<file path="src/mfos_pkg.sv">
// Package for the multi-function output selector: functions, config, timing
// Assumes a single 40 MHz clock and a 1 ms tick made by the top module
`default_nettype none
package mfos_pkg;

	// ****************************************
	// Clock and timing
	// ****************************************
	localparam int MCLK_HZ        = 40_000_000;
	localparam int TICK_US        = 1000;
	localparam int FLASH_ON_MS    = 250;
	localparam int FLASH_SHORT_MS = 100;
	localparam int FLASH_OFF_MS   = 250;
	localparam int FLASH_GAP_MS   = 750;
	localparam int FLASH_PAUSE_MS = 1500;
	localparam logic [11:0] FL_ON_TK    = 12'(FLASH_ON_MS * 1000 / TICK_US);
	localparam logic [11:0] FL_SHORT_TK = 12'(FLASH_SHORT_MS * 1000 / TICK_US);
	localparam logic [11:0] FL_OFF_TK   = 12'(FLASH_OFF_MS * 1000 / TICK_US);
	localparam logic [11:0] FL_GAP_TK   = 12'(FLASH_GAP_MS * 1000 / TICK_US);
	localparam logic [11:0] FL_PAUSE_TK = 12'(FLASH_PAUSE_MS * 1000 / TICK_US);

	// ****************************************
	// Functions and modes
	// ****************************************
	typedef enum logic [2:0] {MFOS_HC_NONE, MFOS_HC_BRAKE, MFOS_HC_REVERSE, MFOS_HC_BEEPER,
		MFOS_HC_STATUS, MFOS_HC_POWER} mfos_hc_fn_t;
	typedef enum logic [2:0] {MFOS_LC_NONE, MFOS_LC_STAT_HI, MFOS_LC_STAT_LO, MFOS_LC_GAUGE5,
		MFOS_LC_GAUGE12, MFOS_LC_DIGITAL} mfos_lc_fn_t;
	typedef enum logic [1:0] {MFOS_SET_SCOOTER, MFOS_SET_TYPE2, MFOS_SET_TYPE3,
		MFOS_SET_TYPE4} mfos_code_set_t;
	typedef enum logic [1:0] {MFOS_FC_NORMAL, MFOS_FC_INHIBIT, MFOS_FC_LIMP} mfos_fclass_t;

	// ****************************************
	// Carriers
	// ****************************************
	typedef struct packed {
		mfos_hc_fn_t [1:0] hc_fn;
		mfos_lc_fn_t       lc_fn;
		mfos_code_set_t    code_set;
		logic              key_ind;
		logic              beep_en;
		logic              flash_beep;
		logic              deep_en;
	} mfos_cfg_t;
	typedef struct packed {
		logic fwd_decel;
		logic rev_decel;
		logic rev_dir;
	} mfos_drive_t;
	typedef struct packed {
		logic         active;
		logic [3:0]   major;
		logic [2:0]   minor;
		mfos_fclass_t fclass;
	} mfos_fault_t;
	typedef struct packed {
		logic       start;
		logic       charge;
		logic       flash;
		logic [4:0] bars;
	} mfos_dg_frame_t;

	// ****************************************
	// Reset values and fixed figures
	// ****************************************
	localparam mfos_cfg_t MFOS_CFG_RST = '{hc_fn: '{MFOS_HC_POWER, MFOS_HC_BEEPER},
		lc_fn: MFOS_LC_NONE, code_set: MFOS_SET_SCOOTER, key_ind: 1'b1,
		beep_en: 1'b0, flash_beep: 1'b0, deep_en: 1'b0};
	localparam logic [3:0] DEEP_MAJOR  = 4'h2;
	localparam logic [7:0] GAUGE5_NUM  = 8'h6B;
	localparam logic [3:0] DG_SLOTS    = 4'hF;
endpackage
`default_nettype wire

</file>
<file path="src/mfos_flash.sv">
// Flash code sequencer: groups of flashes, optional second group, then pause
// Assumes a one-cycle tick enable from the top module's divider
`timescale 1ns/1ps
`default_nettype none
module mfos_flash
	import mfos_pkg::*;
(
	input  wire logic       mclk,
	input  wire logic       rstn,
	input  wire logic       tick,
	input  wire logic       run,
	input  wire logic       short_on,
	input  wire logic [3:0] major,
	input  wire logic [2:0] minor,
	output logic            lamp
);
	typedef enum logic [2:0] {FL_IDLE, FL_ON, FL_OFF, FL_GAP, FL_PAUSE} mfos_fl_st_t;

	mfos_fl_st_t st_r, st_nxt;
	logic [11:0] tmr_r, tmr_nxt;
	logic [3:0]  left_r, left_nxt;
	logic [2:0]  minor_r, minor_nxt;
	logic        short_r, short_nxt;
	logic        lamp_r, lamp_nxt;
	logic        expire;

	function automatic logic [11:0] on_len(input logic s);
		on_len = s ? FL_SHORT_TK : FL_ON_TK;
	endfunction

	// ****************************************
	// Sequencer
	// ****************************************
	assign expire = tick && (tmr_r == 12'h001);

	always_comb begin
		st_nxt = st_r;
		tmr_nxt = tmr_r;
		left_nxt = left_r;
		minor_nxt = minor_r;
		short_nxt = short_r;
		if (tick && tmr_r > 12'h001) begin
			tmr_nxt = tmr_r - 12'h001;
		end
		if (!run) begin
			st_nxt = FL_IDLE;
		end else begin
			case (st_r)
				FL_IDLE: if (major != 4'h0) begin
					st_nxt = FL_ON;
					left_nxt = major;
					minor_nxt = minor;
					short_nxt = short_on;
					tmr_nxt = on_len(short_on);
				end
				FL_ON: if (expire) begin
					st_nxt = FL_OFF;
					tmr_nxt = FL_OFF_TK;
					left_nxt = left_r - 4'h1;
				end
				FL_OFF: if (expire) begin
					if (left_r != 4'h0) begin
						st_nxt = FL_ON;
						tmr_nxt = on_len(short_r);
					end else if (minor_r != 3'h0) begin
						st_nxt = FL_GAP;
						tmr_nxt = FL_GAP_TK;
						left_nxt = {1'b0, minor_r};
						minor_nxt = 3'h0;
					end else begin
						st_nxt = FL_PAUSE;
						tmr_nxt = FL_PAUSE_TK;
					end
				end
				FL_GAP: if (expire) begin
					st_nxt = FL_ON;
					tmr_nxt = on_len(short_r);
				end
				FL_PAUSE: if (expire) begin
					st_nxt = FL_IDLE;
				end
				default: st_nxt = FL_IDLE;
			endcase
		end
		lamp_nxt = (st_nxt == FL_ON);
	end

	always_ff @(posedge mclk or negedge rstn) begin
		if (!rstn) begin
			st_r <= FL_IDLE;
			tmr_r <= 12'h000;
			left_r <= 4'h0;
			minor_r <= 3'h0;
			short_r <= 1'b0;
			lamp_r <= 1'b0;
		end else begin
			st_r <= st_nxt;
			tmr_r <= tmr_nxt;
			left_r <= left_nxt;
			minor_r <= minor_nxt;
			short_r <= short_nxt;
			lamp_r <= lamp_nxt;
		end
	end

	assign lamp = lamp_r;
endmodule // mfos_flash
`default_nettype wire

</file>
<file path="src/mfos_top.sv">
// Multi-function output selector: two high-current pins and one low-current pin
// Assumes drive, fault and battery inputs come from logic on mclk
`timescale 1ns/1ps
`default_nettype none
// Summary of operation
// High-current pins each pick a function, defaults
// Function none keeps the pin inactive
// Brake lamp on while decelerating either direction
// Reverse lamp on while reversing
// Beeper silent unless beeper enable set
// Status steady on, flash code on fault
// Power indicator always on, never flashes
// Low-current pin picks one of six functions
// Active-high status sources current to LED
// Active-low status sinks LED current
// Analogue gauge level scaled to full scale
// Digital gauge shows charging animation when inhibited
// Digital gauge flashes code, bars show battery
// Key indicator driven only when enabled
// Flash group, pause, repeat while condition lasts
// Flash code beeper sounds the flash pattern
// Four code sets, active set reported
// Fault class permits, inhibits or limps drive
// Deep discharge two short flashes, top priority
// Flash timings counted from system clock
module mfos_top
	import mfos_pkg::*;
#(
	parameter int unsigned TICK_CYC = MCLK_HZ / 1_000_000 * TICK_US
)(
	input  wire logic        mclk,
	input  wire logic        rstn,
	input  wire logic        cfg_wr,
	input  wire mfos_cfg_t   cfg_in,
	input  wire mfos_drive_t drv,
	input  wire mfos_fault_t flt,
	input  wire logic        batt_low_cut,
	input  wire logic        charge_inh,
	input  wire logic        beep_event,
	input  wire logic [7:0]  batt_level,
	output logic [1:0]       hc_out,
	output logic             lc_out,
	output logic             lc_oe,
	output logic             key_led,
	output logic             drive_allow,
	output logic             limp_mode,
	output mfos_code_set_t   code_set
);
	mfos_cfg_t      cfg_r, cfg_nxt;
	logic [15:0]    tick_cnt_r, tick_cnt_nxt;
	logic           tick;
	logic           deep, show, lamp, status_on, beep;
	logic           show_r, show_nxt;
	logic [3:0]     fl_major;
	logic [2:0]     fl_minor;
	logic [1:0]     hc_r, hc_nxt;
	logic           lc_out_r, lc_out_nxt;
	logic           lc_oe_r, lc_oe_nxt;
	logic           key_r, key_nxt;
	logic           allow_r, allow_nxt;
	logic           limp_r, limp_nxt;
	logic [7:0]     pwm_r, pwm_nxt;
	logic [7:0]     duty;
	logic [15:0]    scaled;
	logic [3:0]     slot_r, slot_nxt;
	logic [7:0]     sh_r, sh_nxt;
	logic [2:0]     anim_r, anim_nxt;
	mfos_dg_frame_t frame;

	function automatic logic hc_drive(input mfos_hc_fn_t fn, input logic brake,
		input logic rev, input logic bp, input logic st);
		case (fn)
			MFOS_HC_BRAKE:   hc_drive = brake;
			MFOS_HC_REVERSE: hc_drive = rev;
			MFOS_HC_BEEPER:  hc_drive = bp;
			MFOS_HC_STATUS:  hc_drive = st;
			MFOS_HC_POWER:   hc_drive = 1'b1;
			default:         hc_drive = 1'b0;
		endcase
	endfunction

	// ****************************************
	// Configuration and tick divider
	// ****************************************
	always_comb begin
		cfg_nxt = cfg_wr ? cfg_in : cfg_r;
		show_nxt = show;
		tick_cnt_nxt = tick ? 16'h0000 : tick_cnt_r + 16'h0001;
	end

	assign tick = (tick_cnt_r == 16'(TICK_CYC - 1));

	always_ff @(posedge mclk or negedge rstn) begin
		if (!rstn) begin
			cfg_r <= MFOS_CFG_RST;
			tick_cnt_r <= 16'h0000;
			show_r <= 1'b0;
		end else begin
			cfg_r <= cfg_nxt;
			tick_cnt_r <= tick_cnt_nxt;
			show_r <= show_nxt;
		end
	end

	// ****************************************
	// Flash code selection
	// ****************************************
	assign deep = cfg_r.deep_en && batt_low_cut;
	assign show = deep || flt.active;
	assign fl_major = deep ? DEEP_MAJOR : flt.major;
	assign fl_minor = (deep || cfg_r.code_set != MFOS_SET_TYPE4) ? 3'h0 : flt.minor;

	mfos_flash u_flash (
		.mclk     (mclk),
		.rstn     (rstn),
		.tick     (tick),
		.run      (show),
		.short_on (deep),
		.major    (fl_major),
		.minor    (fl_minor),
		.lamp     (lamp)
	);

	// Held on in the first cycle of show, while show_r is still low, then follows lamp
	assign status_on = (show && show_r) ? lamp : 1'b1;
	assign beep = cfg_r.beep_en && (beep_event || (show && lamp && (deep || cfg_r.flash_beep)));

	// ****************************************
	// Gauge pwm and digital gauge frame
	// ****************************************
	assign scaled = {8'h00, batt_level} * {8'h00, GAUGE5_NUM};
	assign duty = (cfg_r.lc_fn == MFOS_LC_GAUGE5) ? scaled[15:8] : batt_level;
	assign frame = '{start: 1'b0, charge: charge_inh, flash: show && lamp,
		bars: {2'b00, charge_inh ? anim_r : batt_level[7:5]}};

	always_comb begin
		pwm_nxt = pwm_r + 8'h01;
		slot_nxt = slot_r;
		sh_nxt = sh_r;
		anim_nxt = anim_r;
		if (tick) begin
			slot_nxt = (slot_r == DG_SLOTS) ? 4'h0 : slot_r + 4'h1;
			if (slot_r == 4'h0) begin
				sh_nxt = frame;
				anim_nxt = charge_inh ? anim_r + 3'h1 : 3'h0;
			end else begin
				sh_nxt = {sh_r[6:0], 1'b1};
			end
		end
	end

	always_ff @(posedge mclk or negedge rstn) begin
		if (!rstn) begin
			pwm_r <= 8'h00;
			slot_r <= 4'h0;
			sh_r <= 8'hFF;
			anim_r <= 3'h0;
		end else begin
			pwm_r <= pwm_nxt;
			slot_r <= slot_nxt;
			sh_r <= sh_nxt;
			anim_r <= anim_nxt;
		end
	end

	// ****************************************
	// Output pins
	// ****************************************
	always_comb begin
		for (int i = 0; i < 2; i++) begin
			hc_nxt[i] = hc_drive(cfg_r.hc_fn[i], drv.fwd_decel || drv.rev_decel,
				drv.rev_dir, beep, status_on);
		end
		lc_out_nxt = 1'b0;
		lc_oe_nxt = 1'b0;
		case (cfg_r.lc_fn)
			MFOS_LC_STAT_HI: begin
				lc_out_nxt = status_on;
				lc_oe_nxt = 1'b1;
			end
			MFOS_LC_STAT_LO: begin
				lc_out_nxt = 1'b0;
				lc_oe_nxt = status_on;
			end
			MFOS_LC_GAUGE5, MFOS_LC_GAUGE12: begin
				lc_out_nxt = (pwm_r < duty);
				lc_oe_nxt = 1'b1;
			end
			MFOS_LC_DIGITAL: begin
				lc_out_nxt = sh_r[7];
				lc_oe_nxt = 1'b1;
			end
			default: begin
				lc_out_nxt = 1'b0;
				lc_oe_nxt = 1'b0;
			end
		endcase
		key_nxt = cfg_r.key_ind;
		allow_nxt = !(flt.active && flt.fclass == MFOS_FC_INHIBIT);
		limp_nxt = flt.active && flt.fclass == MFOS_FC_LIMP;
	end

	always_ff @(posedge mclk or negedge rstn) begin
		if (!rstn) begin
			hc_r <= 2'h0;
			lc_out_r <= 1'b0;
			lc_oe_r <= 1'b0;
			key_r <= 1'b0;
			allow_r <= 1'b1;
			limp_r <= 1'b0;
		end else begin
			hc_r <= hc_nxt;
			lc_out_r <= lc_out_nxt;
			lc_oe_r <= lc_oe_nxt;
			key_r <= key_nxt;
			allow_r <= allow_nxt;
			limp_r <= limp_nxt;
		end
	end

	assign hc_out = hc_r;
	assign lc_out = lc_out_r;
	assign lc_oe = lc_oe_r;
	assign key_led = key_r;
	assign drive_allow = allow_r;
	assign limp_mode = limp_r;
	assign code_set = cfg_r.code_set;
endmodule // mfos_top
`default_nettype wire

</file>
<file path="config.mk">
export PLATFORM = sky130hd
export DESIGN_NAME = mfos_top
export DESIGN_NICKNAME = d
export VERILOG_FILES = /design/src/mfos_pkg.sv /design/src/mfos_flash.sv /design/src/mfos_top.sv
export SDC_FILE = /design/constraint.sdc
export NUM_CORES = 1
export LEC_CHECK = 0
export BUFFER_PORTS_ARGS = -buffer_cell sky130_fd_sc_hd__buf_2
export CAP_MARGIN = 20
export CORE_ASPECT_RATIO = 0.9
export CORE_MARGIN = 4
export CORE_UTILIZATION = 45
export CTS_CLUSTER_DIAMETER = 30
export DETAILED_ROUTE_END_ITERATION = 16
export PLACE_DENSITY = 0.65
export SKIP_CTS_REPAIR_TIMING = 1
export SYNTH_ARGS = -nofsm -noshare
export SYNTH_HDL_FRONTEND = slang
export SYNTH_HIERARCHICAL = 1
export SYNTH_SLANG_ARGS = --single-unit
</file>
<file path="constraint.sdc">
create_clock -name mclk -period 2.9 [get_ports mclk]
set_input_delay 0.58 -clock mclk [delete_from_list [all_inputs] [get_ports mclk]]
set_output_delay 0.58 -clock mclk [all_outputs]
set_load 0.05 [all_outputs]
</file>
* Word level (Yosys, flattened, before mapping) *
Index checks and enable logic that the tools add are counted.
Widths: inputs -> output; s select.

word-level totals
  bits in registers = 86
  bits in latches = 0
  bits in writable memories = 0
  bits in read-only memories = 0
  bits of input ports = 42
  logic and storage cells = 138
  memories = 0

cells by class
  add/sub/neg operators = 6
  multipliers = 1
  div/mod/pow operators = 0
  order comparisons = 2
  equality and inequality tests = 31
  shift-type cells = 0
  mux-type cells = 44
  bitwise operators = 0
  reductions and logical operators = 28

operator list
  kind                   number
  $mux 12                7
  $pmux 12 s4            1
  $mux 3                 15
  $mux 8                 4
  $mux 4                 7
  $eq 3x2->1 const B     8
  $eq 3x3->1 const B     7
  $add 16x1->16 const B  1
  $eq 16x16->1 const B   1
  $mux 16                1
  $eq 3x1->1 const B     5
  $mul 8x7->15 const B   1
  $pmux 3 s5             1
  $eq 12x1->1 const B    1
  $gt 12x1->1 const B    1
  $pmux 4 s3             1
  $sub 12x1->12 const B  1
  $mux 11                1
  $pmux 1 s5             2
  $logic_and 1x1->1      9
  $add 8x1->8 const B    1
  $lt 8x8->1             1
  $ne 2x1->1 const B     4
  $reduce_bool 4->1      2
  23 further kinds       29

* Longest topological paths before layout *
Gate-level depths: netlist of run 1.

  word-level depth = 7
  gate-level depth with buffers = 19
  gate-level depth less buffers = 19

* By module *
The synthesis of run 1 kept the hierarchy.

modules (own cells, without submodules)
  module      instances  cells an instance  area an instance (µm²)  sequential area each (µm²)
  mfos_top    1          398                4159.0                  1569.0
  mfos_flash  1          181                1620.3                  600.6

* Worst setup path before layout of run 1 *
Ideal clock, no wire load.

  path kind = input to register
  from = in batt_level[1]
  to = reg lc_out_r, in the netlist lc_out
  library setup time = 0.101 ns
  data arrival time = 4.829 ns
  required time = 2.799 ns
  slack = -2.029 ns
  cell stages on the path = 19
  buffers on the path = 0
  cell sequence = ha_1 fa_1 fa_1 inv_1 fa_1 inv_1 ha_1 and4_1 nand2_1 a21oi_2 o2111ai_2 o2111a_1 a2111oi_2 ha_1 a21oi_1 nor2b_1 o21ai_0 nand2_1 o32ai_1

on the way
  cells in the longest elaborated chain, start to end = 4

RTL lines
  what                  RTL line         source
  start, declared       mfos_top.sv:40   input wire logic [7:0] batt_level,
  $mul 8x7->15          mfos_top.sv:131  assign scaled = {8'h00, batt_level} * {8'h00, GAUGE5_NUM};
  $mux 8 (*)            mfos_top.sv:132  assign duty = (cfg_r.lc_fn == MFOS_LC_GAUGE5) ? scaled[15:8] : batt_level;
  $lt 8x8->1 (*)        mfos_top.sv:186  lc_out_nxt = (pwm_r < duty);
  $pmux 1 s3 (*)        mfos_top.sv:176  case (cfg_r.lc_fn)
  via lc_out_nxt        mfos_top.sv:57   logic lc_out_r, lc_out_nxt;
  end signal, assigned  mfos_top.sv:213  lc_out_r <= lc_out_nxt;
  end, declared         mfos_top.sv:57

Mark *: on every way through the listed nets, which the timed path passes. The rest lies on a longest branch.
A chain may end at the register's enable or synchronous reset.

* Final worst setup path of run 1 *
  from = in batt_level[4]
  to = reg lc_out_r, in the netlist lc_out

Same word-level chain as after synthesis.

==> run summary, run 1 <==
EDFF count, synth -> 0
clock net sink count -> 86
Fin Setup TNS -> -1.69 ns
Max Slew Vio Count -> 0
Initial DRC Count -> 228
sequential share of the synthesized area -> 37.5%
Synth cell types -> 71
Hold Vio Cnt, Final -> 0
cell count after synthesis -> 579
Clock transition at path regs -> 0.06 ns
routed len/inst -> 15.2 µm
critical path capture point type -> flip-flop
CP Data Required Time -> 3.14 ns
worst hold slack -> 0.249 ns
Synthesized Nets -> 690
Num CTS Buffers -> 9
core area -> 12300 µm²
crit start category -> input pin
Worst-Skew Late Latency -> 0.34 ns
max-cap viol count -> 0
Detailed Route WL -> 12.6 mm
achievable frequency -> 218 MHz
antenna-violating nets left -> 0
initial antenna violation count -> 0
die area -> 14700 µm²
DRT Pass-1 Iters -> 4
ys async rst share -> 100%
nets -> 778
final setup violation count -> 1
Period Utilization, post-route -> 158%
via count -> 4533
H-tree Lvls -> 3
I/O Buffers -> 50
number of global-route vias before repair -> 4512
Pwr Density -> 591 nW/µm²
#FFs+latches synth -> 86
critical path fanouts, max -> 5
# diodes -> 0
area of the multi-input gates -> 3520 µm²
Clock Tree Root -> clkbuf_16
Hold Crit Class -> in -> async
die width -> 127 µm
prevailing post-synth register cell -> dfrtp_1
Static Leak -> 3.20 nW
GPL Wtd Cong -> 0.867
Syn. warnings -> 6
Area Growth Syn to Fin -> 19.9%
min cycle time layout -> 4.59 ns
Max Buffers Root-to-Sink -> 2
RSZ-0062 raised after global routing -> yes
Sequential Area -> 2170 µm²
Syn Area/Cell -> 9.98 µm²
gr usage total -> 18.1%
Initial Utilization -> 46.9%
top cells by area, synth -> dfrtp_1, ha_1, dfstp_2
drc violations -> 0
status -> finished with violations
CTS tree -> done
clock skew -> 0.00559 ns
via-per-instance ratio -> 5.45
Rows -> 38
failing checks -> setup timing
Worst Path Arrival -> 4.84 ns
layout cells sized above 1 -> 25.9%
FILL cells -> 1068
GRT Residual Overflow -> 0
Slew @ Worst Pin -> 0.695 ns
peak supply drop -> 0.412 mV
Post-synth top cells -> dfrtp_1, ha_1, nand2_1
max_slew headroom -> 53.0%
largest area contributor in the netlist -> dfrtp_1
critical path class -> in -> reg
Top Ports -> 51
count leader, synth -> dfrtp_1
area fraction of the dominant cell type after synthesis -> 31.2%
Setup WS post-layout -> -1.69 ns
Mapped Area -> 5780 µm²
Die Ht -> 116 µm
largest net degree at the start of global routing -> 47
HPWL after detailed placement -> 9.57 mm
first-pass GRT wire length -> 21.6 mm
-- layout by cell type, fill, tap and decap left out, drive strengths merged, types with 5 or more instances in the layout --
cell | Yosys | layout
clkbuf | 9 | 10
nor2b | 10 | 10
nor3b | 9 | 9
dfstp | 14 | 14
nand2 | 45 | 45
xor2 | 14 | 14
or2 | 5 | 5
o21ai | 34 | 34
mux2i | 8 | 8
a211oi | 6 | 6
ha | 59 | 59
nand2b | 9 | 9
inv | 30 | 31
nor2 | 38 | 38
fa | 10 | 10
dfrtp | 72 | 72
nand3 | 25 | 25
nor3 | 16 | 16
a21o | 7 | 7
xnor2 | 19 | 19
a21boi | 5 | 5
a21oi | 24 | 24
nor4 | 10 | 10
and3 | 6 | 6
and2 | 7 | 7
mux2 | 20 | 20
o21a | 8 | 8
buf | 7 | 93
o211ai | 5 | 5
-- cell type report --
class,instances,share of cell area [%]
clock buffers,10,3.45
flip-flops and latches,86,31.3
clock inverters,6,1.35
well taps,160,2.89
inverters,31,1.70
multi-input cells,446,50.8
repair buffers,93,8.49
-- report_power, final --
| group | total (mW) | internal (mW) | switching, mW | leakage, nW |
|---|---|---|---|---|
| clock | 1.29 | 0.784 | 0.501 | 0.159 |
| sequential | 1.39 | 1.31 | 0.0874 | 1.04 |
| combinational | 1.42 | 0.662 | 0.755 | 2.00 |
-- flip-flops by register name, summed over array words and instances, names as in the netlist, 4 cells and up --
signal	flops
pwm_r	8
tick_cnt_r	16
sh_r	8
u_flash/left_r	4
cfg_r	12
u_flash/tmr_r	12
slot_r	4
-- worst max-delay path, stage by stage --
cell       delay (ns)
buf_2            0.12
ha_4             0.23
fa_1             0.49
fa_1             0.50
inv_1            0.05
fa_1             0.48
inv_1            0.06
ha_4             0.16
a211oi_2         0.17
a21oi_1          0.08
or2_1            0.26
o2111ai_4        0.29
mux2_4           0.33
a221oi_2         0.18
ha_1             0.26
nand4_1          0.07
a21oi_1          0.05
a21boi_2         0.16
o32ai_2          0.29
-- path summary, 6_finish.rpt --
check | depth (start not counted) | from | slack (ns) | end
min reg2reg | 0 | key_nxt | 0.40 | key_led
min | 1 | rstn | 0.25 | u_flash/tmr_r[5]
max in group asynchronous | 2 | rstn | 2.03 | lc_out
max | 19 | batt_level[4] | -1.69 | lc_out
min in group mclk | 2 | flt[0] | 0.39 | limp_mode
max reg2reg | 9 | tick_cnt_r[7] | 0.27 | u_flash/minor_r[0]
-- logic make-up after synthesis --
group	count (synthesis)	share of synthesized area (%)
buf+inv	47	3.55
compound gates	117	13.9
mux	28	5.28
xor+xnor	33	5.00
flops	86	37.5
fa+ha+maj	69	16.2
simple gates	199	18.5
-- stage by stage --
| step | instance area (µm²) | util (%) | total power, mW | cells | setup slack (ns) |
|---|---|---|---|---|---|
| after detailed placement | 6560 | 53.2 | 2.78 | 816 | -2.20 |
| after global routing | 6930 | 56.2 | 4.38 | 832 | -1.87 |
| after floorplan | 5860 | - | 2.33 | 579 | -1.74 |
| final | 6930 | 56.2 | 4.10 | 832 | -1.69 |
| after global placement | 6560 | 53.2 | 2.75 | 816 | -2.03 |
| after CTS | 6890 | 55.9 | 4.09 | 832 | -1.87 |
-- layer usage --
layer | share of wire [%] | GRT usage [%] | vias to the layer above
met3 | 4.2 | 4.06 | 10
met5 | 0 | 0 | -
met1 | 51 | 26.0 | 2197
li1 | - | - | 2251
met2 | 44 | 27.6 | 75
met4 | 1.1 | 4.86 | 0
Note: power is estimated with default switching activity, not from simulation.
==> run 2: changes to the inputs <==
--- a/config.mk
+++ b/config.mk
@@ -7,7 +7,6 @@
 export LEC_CHECK = 0
 export BUFFER_PORTS_ARGS = -buffer_cell sky130_fd_sc_hd__buf_2
 export CAP_MARGIN = 20
-export CORE_ASPECT_RATIO = 0.9
 export CORE_MARGIN = 4
 export CORE_UTILIZATION = 45
 export CTS_CLUSTER_DIAMETER = 30
@@ -18,3 +17,4 @@
 export SYNTH_HDL_FRONTEND = slang
 export SYNTH_HIERARCHICAL = 1
 export SYNTH_SLANG_ARGS = --single-unit
+export TNS_END_PERCENT = 1
==> run 2 against run 1 <==
  * The flow still finishes with violations (setup timing)
  * Non-clock buffer count is the same
  * Design area shrank 0.85%
  * Routed wire length shrank 2.4%
  * Core utilization shrank 1.8 points
  * Critical path depth is the same
  * Highest routed layer unchanged
  * Sequential cell count is the same
  * Critical endpoint unchanged
==> run summary, run 2 (synthesis gave the netlist of run 1 again) <==
status -> finished with violations (unchanged)
failing checks -> setup timing (unchanged)
net switching power -> 1.29 mW (was 1.34 mW)
Reg2Reg Depth -> 11 (was 9)
Largest regs -> tick_cnt_r (16), cfg_r (12), u_flash/tmr_r (12) (unchanged)
peak supply drop -> 0.343 mV (was 0.412 mV)
Sw Share -> 33.6% (was 32.8%)
Slew @ Worst Pin -> 0.658 ns (was 0.695 ns)
critical path class -> in -> reg (unchanged)
RSZ-0062 raised after global routing -> yes (unchanged)
Initial Utilization -> 45.8% (was 46.9%)
via count -> 4519 (was 4533)
FF-to-FF Start -> tick_cnt_r[0] (was tick_cnt_r[7])
Initial DRC Count -> 133 (was 228)
die area -> 14700 µm² (about the same)
Detailed Route WL -> 12.3 mm (was 12.6 mm)
initial antenna violation count -> 0 (unchanged)
critical path fanouts, max -> 5 (unchanged)
clock power share -> 27.0% (was 31.4%)
Worst Path Arrival -> 4.91 ns (was 4.84 ns)
Clock Tree Root -> clkbuf_16 (unchanged)
Num CTS Buffers -> 9 (unchanged)
Area Growth Syn to Fin -> 18.8% (was 19.9%)
first-pass GRT wire length -> 21.3 mm (was 21.6 mm)
GRT Residual Overflow -> 0 (unchanged)
Max Slew Vio Count -> 0 (unchanged)
Fin Setup TNS -> -1.75 ns (was -1.69 ns)
Clock transition at path regs -> 0.07 ns (was 0.06 ns)
gr usage total -> 17.7% (was 18.1%)
achievable frequency -> 215 MHz (was 218 MHz)
overall power -> 3.85 mW (was 4.10 mW)
worst hold slack -> 0.233 ns (was 0.249 ns)
Max Buffers Root-to-Sink -> 2 (unchanged)
Setup WS post-layout -> -1.75 ns (was -1.69 ns)
crit start category -> input pin (unchanged)
commonest non-fill, non-tap cell in the layout -> dfrtp_1 (unchanged)
antenna-violating nets left -> 0 (unchanged)
CTS tree -> done (unchanged)
largest reg by FF count -> tick_cnt_r (unchanged)
Worst R2R End -> u_flash/minor_r[0] (unchanged)
clock net sink count -> 86 (unchanged)
CP Data Required Time -> 3.15 ns (was 3.14 ns)
Die Ht -> 121 µm (was 116 µm)
GPL Wtd Cong -> 0.867 (about the same)
Hold Vio Cnt, Final -> 0 (unchanged)
Worst R2R Setup Slack -> 0.24 ns (was 0.27 ns)
Seq pwr share -> 36.2% (was 34.0%)
Hold Crit Class -> in -> async (unchanged)
DRT Pass-1 Iters -> 4 (unchanged)
H-tree Lvls -> 3 (unchanged)
routed len/inst -> 14.6 µm (was 15.2 µm)
largest net degree at the start of global routing -> 47 (unchanged)
internal power -> 2.56 mW (was 2.75 mW)
area of the multi-input gates -> 3530 µm² (was 3520 µm²)
Top Ports -> 51 (unchanged)
layout cells sized above 1 -> 26.0% (was 25.9%)
max-cap viol count -> 0 (unchanged)
power share of the combinational group -> 36.8% (was 34.6%)
final core occ -> 54.4% (was 56.2%)
min cycle time layout -> 4.65 ns (was 4.59 ns)
max reg flops -> 16 (unchanged)
die width -> 121 µm (was 127 µm)
max_slew headroom -> 55.5% (was 53.0%)
# diodes -> 0 (unchanged)
Pwr Density -> 561 nW/µm² (was 591 nW/µm²)
via-per-instance ratio -> 5.35 (was 5.45)
Rows -> 41 (was 38)
Sequential Area -> 2170 µm² (unchanged)
HPWL after detailed placement -> 9.43 mm (was 9.57 mm)
Worst-Skew Late Latency -> 0.34 ns (about the same)
Period Utilization, post-route -> 160% (was 158%)
number of global-route vias before repair -> 4624 (was 4512)
drc violations -> 0 (unchanged)
dpl ws -> -2.15 ns (was -2.20 ns)
clock skew -> 0.0105 ns (was 0.00559 ns)
I/O Buffers -> 50 (unchanged)
commonest cells after routing, fill and taps aside -> dfrtp_1, ha_1, buf_2 (unchanged)
FILL cells -> 1171 (was 1068)
nets -> 778 (unchanged)
critical path capture point type -> flip-flop (unchanged)
final setup violation count -> 1 (unchanged)
Static Leak -> 3.16 nW (was 3.20 nW)
core area -> 12600 µm² (was 12300 µm²)
==> run 2: cell count changes in the layout (fill, tap and decap cells not counted), sizes merged <==
cell,delta
bufinv,-2
clkinv,+1
clkbuf,+2
inv,-1
==> run 2: how the worst max path moves through the flow <==
stage / start / depth (start not counted) / end / slack, ns
after floorplan: batt_level[4] / 18 / lc_out / -1.74
after global placement: batt_level[4] / 19 / lc_out / -2.04
after detailed placement: batt_level[1] / 19 / lc_out / -2.15
after CTS: batt_level[1] / 20 / lc_out / -1.79
after global routing: batt_level[4] / 20 / lc_out / -1.93
final: batt_level[4] / 19 / lc_out / -1.75
==> run 2: cell type report <==
class                      instances  area share, %
clock buffer                      12           3.44
clock inverter                     4          0.383
inverter                          31           1.71
multi-input combinational        446           51.4
sequential                        86           31.6
tap                              172           3.13
timing repair buffer              93           8.38
==> run 2: power by group through the flow <==
stage | Sequential, mW | Combinational [mW] | Clock [mW]
floorplan | 1.43 | 0.897 | 0
global placement | 1.41 | 1.33 | 0
detailed placement | 1.41 | 1.36 | 0
CTS | 1.39 | 1.37 | 1.07
global route | 1.41 | 1.60 | 1.12
finish | 1.39 | 1.42 | 1.04
==> run 2: routing by layer <==
layer  vias up  track usage, %  part of all wire (%)
li1       2260               -                     -
met1      2170            24.0                    48
met2        71            28.6                    47
met3        18            3.73                   3.5
met4         0            5.32                   1.6
met5         -               0                     0
==> run 2: metrics by stage <==
step / area, µm² / instances
5_1_grt: 6870 / 844
6_report: 6870 / 844
2_1_floorplan: 5860 / 579
4_1_cts: 6820 / 844
3_5_place_dp: 6560 / 828
3_3_place_gp: 6560 / 828
==> run 2: critical path, stage by stage <==
cell	delay [ns]
buf_2	0.12
ha_4	0.24
fa_1	0.48
fa_1	0.49
inv_1	0.05
fa_1	0.49
inv_1	0.07
ha_4	0.17
a211oi_4	0.23
a21oi_1	0.08
or2_1	0.27
o2111ai_4	0.27
mux2_4	0.33
a221oi_2	0.17
ha_1	0.26
nand4_1	0.10
a21oi_2	0.06
a21boi_2	0.17
o32ai_2	0.25
